`config.mk`:
```
export PLATFORM = sky130hd
export DESIGN_NAME = ppslc_port_regs
export DESIGN_NICKNAME = d
export VERILOG_FILES = /design/src/hdl/ppslc_pkg.sv /design/src/hdl/ppslc_err_flags.sv /design/src/hdl/ppslc_port_regs.sv
export SDC_FILE = /design/constraint.sdc
export NUM_CORES = 1
export LEC_CHECK = 0
export BUFFER_PORTS_ARGS = -buffer_cell sky130_fd_sc_hd__buf_2
export CAP_MARGIN = 30
export CORE_UTILIZATION = 48
export DETAILED_ROUTE_END_ITERATION = 8
export PLACE_DENSITY = 0.83
export SETUP_SLACK_MARGIN = 0.4
export SLEW_MARGIN = 10
export SYNTH_ARGS = -nofsm -noshare
export SYNTH_HDL_FRONTEND = slang
export SYNTH_HIERARCHICAL = 1
export SYNTH_SLANG_ARGS = --single-unit
```
`constraint.sdc`:
```
create_clock -name clk -period 2.55 [get_ports clk]
set_clock_uncertainty 0.05 [all_clocks]
set_input_delay 0.3825 -clock clk [delete_from_list [all_inputs] [get_ports clk]]
set_output_delay 0.3825 -clock clk [all_outputs]
set_load 0.01 [all_outputs]
```
`src/hdl/ppslc_pkg.sv`:
```
// constants for the port status and link capabilities register bank
package ppslc_pkg;
  // ****************
  // register map
  // ****************
  localparam logic [7:0] PPSLC_OFF_CTRL_STATUS = 8'h70;
  localparam logic [7:0] PPSLC_OFF_LINK_CAPS = 8'h74;
  localparam logic [31:0] PPSLC_RESET_STATUS = 32'h0000_0000;
  localparam logic [3:0] PPSLC_RESET_CTRL_EN = 4'h0;
  // ****************
  // field positions
  // ****************
  localparam int PPSLC_ERR_LSB = 16;
  localparam int PPSLC_AUX_BIT = 20;
  localparam int PPSLC_PEND_BIT = 21;
  // ****************
  // capability defaults
  // ****************
  localparam logic [3:0] PPSLC_SPEED_DEF = 4'h2;
  localparam logic [1:0] PPSLC_ASPM_DEF = 2'h1;
  localparam logic [2:0] PPSLC_L0S_LAT = 3'h3;
  localparam logic [2:0] PPSLC_L1_LAT = 3'h0;
  localparam logic [5:0] PPSLC_WIDTH_X1 = 6'h01;
  localparam logic [5:0] PPSLC_WIDTH_X2 = 6'h02;
  localparam logic [5:0] PPSLC_WIDTH_X4 = 6'h04;
  localparam logic [7:0] PPSLC_UP_PORT_NUM = 8'h00;
  // loader word: [3:0] speed, [5:4] aspm, [8:6] l0s, [11:9] l1, [12] clkpm,
  // [13] bw notify, [21:14] port number
  localparam int PPSLC_LOAD_W = 22;

  function automatic logic [31:0] ppslc_cap_word(
    input logic [PPSLC_LOAD_W-1:0] ld,
    input logic [5:0] width,
    input logic dll_cap
  );
    ppslc_cap_word = {ld[21:14], 2'h0, ld[13], dll_cap, 1'b0, ld[12],
                      ld[11:9], ld[8:6], ld[5:4], width, ld[3:0]};
  endfunction : ppslc_cap_word
endpackage : ppslc_pkg

```
`src/hdl/ppslc_err_flags.sv`:
```
// sticky write-one-to-clear error detected flags
`timescale 1ns/100ps
module ppslc_err_flags (
  input wire logic clk,
  input wire logic rst,
  input wire logic [3:0] err_detect,
  input wire logic [3:0] clear_mask,
  output logic [3:0] flags
);
  logic [3:0] flags_reg;
  logic [3:0] flags_next;

  always_comb begin
    flags_next = (flags_reg & ~clear_mask) | err_detect;
  end

  always_ff @(posedge clk or posedge rst) begin
    if (rst) begin
      flags_reg <= 4'h0;
    end else begin
      flags_reg <= flags_next;
    end
  end

  assign flags = flags_reg;
endmodule : ppslc_err_flags

```
`src/hdl/ppslc_port_regs.sv`:
```
// port device control/status and link capabilities register bank
`timescale 1ns/100ps
module ppslc_port_regs #(
  parameter logic IS_UPSTREAM = 1'b1,
  parameter logic [7:0] PORT_INDEX = 8'h01,
  parameter logic [5:0] LANE_WIDTH = 6'h04,
  parameter logic HOT_PLUG = 1'b0
) (
  input wire logic clk,
  input wire logic rst,
  input wire logic cfg_rd,
  input wire logic cfg_wr,
  input wire logic [7:0] cfg_addr,
  input wire logic [31:0] cfg_wdata,
  input wire logic [3:0] cfg_be,
  output logic [31:0] cfg_rdata,
  output logic cfg_done,
  input wire logic [3:0] err_detect,
  input wire logic aux_power,
  input wire logic load_valid,
  input wire logic [ppslc_pkg::PPSLC_LOAD_W-1:0] load_data,
  output logic [3:0] report_en
);
  // ****************
  // hardware defaults per port role
  // ****************
  localparam logic [7:0] PORT_NUM = IS_UPSTREAM ? ppslc_pkg::PPSLC_UP_PORT_NUM : PORT_INDEX;
  localparam logic CLKPM_DEF = IS_UPSTREAM;
  localparam logic BWN_DEF = ~IS_UPSTREAM;
  localparam logic DLL_CAP = ~IS_UPSTREAM & HOT_PLUG;
  localparam logic [ppslc_pkg::PPSLC_LOAD_W-1:0] LOAD_DEF = {PORT_NUM, BWN_DEF, CLKPM_DEF,
    ppslc_pkg::PPSLC_L1_LAT, ppslc_pkg::PPSLC_L0S_LAT, ppslc_pkg::PPSLC_ASPM_DEF,
    ppslc_pkg::PPSLC_SPEED_DEF};

  // ****************
  // state
  // ****************
  logic [ppslc_pkg::PPSLC_LOAD_W-1:0] load_reg;
  logic [ppslc_pkg::PPSLC_LOAD_W-1:0] load_next;
  logic [3:0] ctrl_en_reg;
  logic [3:0] ctrl_en_next;
  logic aux_reg;
  logic aux_next;
  logic [31:0] rdata_reg;
  logic [31:0] rdata_next;
  logic done_reg;
  logic done_next;
  logic [3:0] err_flags;
  logic [3:0] clear_mask;
  logic [31:0] status_word;
  logic [31:0] caps_word;
  logic hit_status;
  logic hit_caps;

  ppslc_err_flags u_err_flags (
    .clk(clk),
    .rst(rst),
    .err_detect(err_detect),
    .clear_mask(clear_mask),
    .flags(err_flags)
  );

  always_comb begin
    hit_status = (cfg_addr == ppslc_pkg::PPSLC_OFF_CTRL_STATUS);
    hit_caps = (cfg_addr == ppslc_pkg::PPSLC_OFF_LINK_CAPS);
    clear_mask = 4'h0;
    if (cfg_wr && hit_status && cfg_be[2]) begin
      clear_mask = cfg_wdata[ppslc_pkg::PPSLC_ERR_LSB +: 4];
    end
    status_word = 32'h0000_0000;
    status_word[3:0] = ctrl_en_reg;
    status_word[ppslc_pkg::PPSLC_ERR_LSB +: 4] = err_flags;
    status_word[ppslc_pkg::PPSLC_AUX_BIT] = aux_reg;
    status_word[ppslc_pkg::PPSLC_PEND_BIT] = 1'b0;
    caps_word = ppslc_pkg::ppslc_cap_word(load_reg, LANE_WIDTH, DLL_CAP);
  end

  // ****************
  // register updates
  // ****************
  always_comb begin
    load_next = load_reg;
    if (load_valid) begin
      load_next = load_data;
    end
    ctrl_en_next = ctrl_en_reg;
    if (cfg_wr && hit_status && cfg_be[0]) begin
      ctrl_en_next = cfg_wdata[3:0];
    end
    aux_next = aux_power;
    done_next = cfg_rd | cfg_wr;
    rdata_next = 32'h0000_0000;
    if (cfg_rd && hit_status) begin
      rdata_next = status_word;
    end else if (cfg_rd && hit_caps) begin
      rdata_next = caps_word;
    end
  end

  always_ff @(posedge clk or posedge rst) begin
    if (rst) begin
      load_reg <= LOAD_DEF;
      ctrl_en_reg <= ppslc_pkg::PPSLC_RESET_CTRL_EN;
      aux_reg <= 1'b0;
      rdata_reg <= ppslc_pkg::PPSLC_RESET_STATUS;
      done_reg <= 1'b0;
    end else begin
      load_reg <= load_next;
      ctrl_en_reg <= ctrl_en_next;
      aux_reg <= aux_next;
      rdata_reg <= rdata_next;
      done_reg <= done_next;
    end
  end

  assign cfg_rdata = rdata_reg;
  assign cfg_done = done_reg;
  assign report_en = ctrl_en_reg;
endmodule : ppslc_port_regs

```
==> results.yml <==
drt:
  vias_per_cell: 4.85
  drc_errors: 0
  drt-total-wl_mm: 3.63
  detail-route-antenna-nets: 0
  wire_per_inst_um: 12.2
  dr.pass1.iters: 4
  drtIter0Drc: 65
  vias: 1441
timing:
  tns_ns: 0
  tightest_slew_ns: 0.776
  finalCritPeriodShare_pct: 63.2
  maxSlewHeadroom_pct: 47.8
  grt_setup_unrepaired: "no"
  fmax_ghz: 0.620
  hold_viol: 0
  min_period_ns: 1.61
  finalMaxSlewViolations: 0
  setup_viol: 0
min_path:
  min_from: "aux_power"
  whs_endpoint: "aux_reg$_DFF_PP0_"
  hold_class: "in2reg"
  hold_depth: 1
grt:
  grt_pass1_wl_mm: 6.17
  grt_pass1_vias: 1399
  grt-ovfl-total: 0
  grt_max_degree: 54
  grt_util_met3_pct: 6.69
  grt_busiest_layer: "met2"
  met1_usage_pct: 20.1
  gr-usage-all-layers_pct: 17.3
  grt_antenna_before_repair: 0
  met2_usage_pct: 27.5
die:
  dieArea_um2: 4830
  fp-row-count: 24
  core_area_um2: 4350
  io_pins: 113
  initial_utilization_pct: 50.2
  dieWidth_um: 69.5
  die_h_um: 69.5
worst_setup_path:
  cp.buffers_inverters: 2
  crit_path_max_fanout: 4
  crit_path_start_kind: "input pin"
  rrSetupSlack_ns: 1.70
  criticalPathCategory: "in2reg"
  end_kind: "flop"
  critPathSlowestCell: "or4_4"
  critPathLaunch: "cfg_addr[3]"
  reg2regPathDepth: 2
  r2r_end: "cfg_rdata[18]$_DFF_PP0_"
  r2r-start: "load_reg[12]$_DFFE_PP1P_"
  arrival_ns: 1.78
  max_stage_delay_ns: 0.55
  crit_path_cell_trace: "buf_2 > or4_4 > nor3_1 > and2_1 > inv_1 > a21o_1"
  required_ns: 2.72
  path_delay_family: "simple AND/OR/NAND/NOR gates"
clock_network:
  cts.sinks: 57
  cts_made_buffers: 9
  clkTransAtPathRegs_ns: 0.06
  post_cts_buffers: 0
  clock_path_buffers: 2
  htreeDepth: 3
  clock-root-buffer: "clkbuf_8"
  worstSkewPairLatency_ns: 0.32
  cts_tree: "yes"
cells_and_area:
  syn_to_final_growth_pct: 28.4
  finalInstanceArea_um2: 2810
  nFillCells: 326
  largest_register_ffs: 25
  drive_gt1_share_pct: 54.7
  diodes: 0
  final_nets: 316
synthesis:
  synthDistinctLibCells: 22
  yosysTopAreaCell: "dfrtp_1"
  synth_cells: 153
  synth_compound_gate_area_share_pct: 3.78
  synth_edf_count: 0
  synth_area_leaders: "dfrtp_1 59%, mux2_2 13%, dfstp_2 6.0%"
  synthArstFlopShare_pct: 100
  synth_ff_type: "dfrtp_1"
  synthXorXnorAreaFrac_pct: 0
  synthAdderAreaFrac_pct: 0
  synth.most_common_cell: "dfrtp_1"
  yosys.area.top_type_share_pct: 59.5
  synth-seq-area-share_pct: 65.5
  synthesis.area_per_instance_um2: 14.3
  synth_simple_gate_area_share_pct: 12.7
  yosysWarnings: 6
  muxShareOfSynthArea_pct: 13.4
  synth-seq-cells: 57
  synth_top_family_by_area: "multiplexers"
  syn-cell-area_um2: 2190
  synth.cells.most_frequent: "52 x dfrtp_1, 26 x mux2_2, 19 x and2_1"
power:
  ir_worst_vdd_uv: 351
  seqPwrFrac_pct: 51.5
  p_sw_share_pct: 21.5
  p_leak_nw: 1.46
  combPwrFrac_pct: 6.9
  p_per_area_nw_per_um2: 668
  power_frac_clock_pct: 41.6
  p_sw_mw: 0.403
  p_int_mw: 1.47
placement:
  dpl_cell_area_um2: 2610
  finalWeightedCongestion: 0.719
  hpwl_mm: 2.59
  portBuffers: 79
status:
  outcome: "complete, no violations"
flow_run:
  cap_viol_max_count: 0
worst register-to-register path: cells and delay by family (launching register included):
kind	cells	cell delay [ns]
compound gates	1	0.06
flops	1	0.53
simple gates	1	0.14
cell families (layout without fill, tap and decap cells):
kind of cell,count (synthesis),after routing
compound gates,11,11
mux,26,26
other cells,1,7
buf+inv,18,104
simple gates,40,40
flops,57,57
layout by cell type (no fill, tap or decap):
| cell type | netlist | routed |
|---|---|---|
| inv_1 | 7 | 6 |
| dlygate4sd3_1 | 0 | 1 |
| or4_4 | 1 | 1 |
| nor4b_4 | 1 | 1 |
| nand4b_1 | 1 | 1 |
| nor3_1 | 1 | 1 |
| mux2_2 | 26 | 26 |
| nor3_4 | 1 | 1 |
| and2_1 | 19 | 19 |
| nor2_1 | 8 | 8 |
| clkbuf_8 | 0 | 13 |
| buf_2 | 0 | 79 |
| a22oi_1 | 7 | 7 |
| dfrtp_1 | 52 | 52 |
| nand2_1 | 2 | 2 |
| dfstp_2 | 5 | 5 |
| nor3b_4 | 1 | 1 |
| clkbuf_1 | 1 | 1 |
| a21o_1 | 4 | 4 |
| clkinv_2 | 0 | 2 |
| inv_2 | 0 | 1 |
| nor4_2 | 1 | 1 |
| buf_4 | 8 | 1 |
| or2_2 | 2 | 2 |
| and3_1 | 2 | 2 |
| conb_1 | 1 | 7 |
per-stage QoR:
stage	setup WS (ns)	power [mW]	hold WS, ns	util [%]	std cells
after floorplan	0.840	1.06	0.0986	-	159
after global placement	0.609	1.11	0.232	59.9	280
after detailed placement	0.561	1.11	0.246	59.9	280
after CTS	0.915	1.90	0.0947	64.5	297
after global routing	0.788	1.96	0.0917	64.5	297
final	0.937	1.88	0.108	64.5	297
metal layers:
layer	up-vias	wire, um
li1	677	-
met1	682	1510
met2	75	1800
met3	7	280
met4	0	50
met5	-	0
worst max path at each step:
stage / endpoint / depth (start not counted)
after CTS: u_err_flags/flags[2]$_DFF_PP0_ / 6
after global placement: u_err_flags/flags[3]$_DFF_PP0_ / 6
after global routing: u_err_flags/flags[2]$_DFF_PP0_ / 6
after floorplan: aux_reg$_DFF_PP0_ / 1
after detailed placement: u_err_flags/flags[2]$_DFF_PP0_ / 6
final: u_err_flags/flags[2]$_DFF_PP0_ / 6
area by class of cell:
| class | count | area (um2) | share of cell area, % |
|---|---|---|---|
| inverter | 7 | 26.3 | 0.935 |
| tap | 52 | 65.1 | 2.32 |
| clock buffer | 14 | 183 | 6.50 |
| sequential | 57 | 1430 | 51.0 |
| clock inverter | 2 | 10.0 | 0.356 |
| multi-input combinational | 84 | 679 | 24.2 |
| timing repair buffer | 81 | 413 | 14.7 |
power by group through the flow:
stage | combinational (mW) | sequential (mW) | clock [mW]
after global placement | 0.127 | 0.981 | 0
after floorplan | 0.0808 | 0.979 | 0
after global routing | 0.144 | 0.973 | 0.840
after CTS | 0.131 | 0.967 | 0.800
after detailed placement | 0.130 | 0.983 | 0
final | 0.129 | 0.967 | 0.781
repair_timing:
action | in CTS | in global routing
hold buffers | 1 | 0
resized for setup | 0 | 0
endpoints found under the hold margin | 4 | 0
endpoints found under the setup margin | 0 | 0
Power figures use the tool's default switching activity.
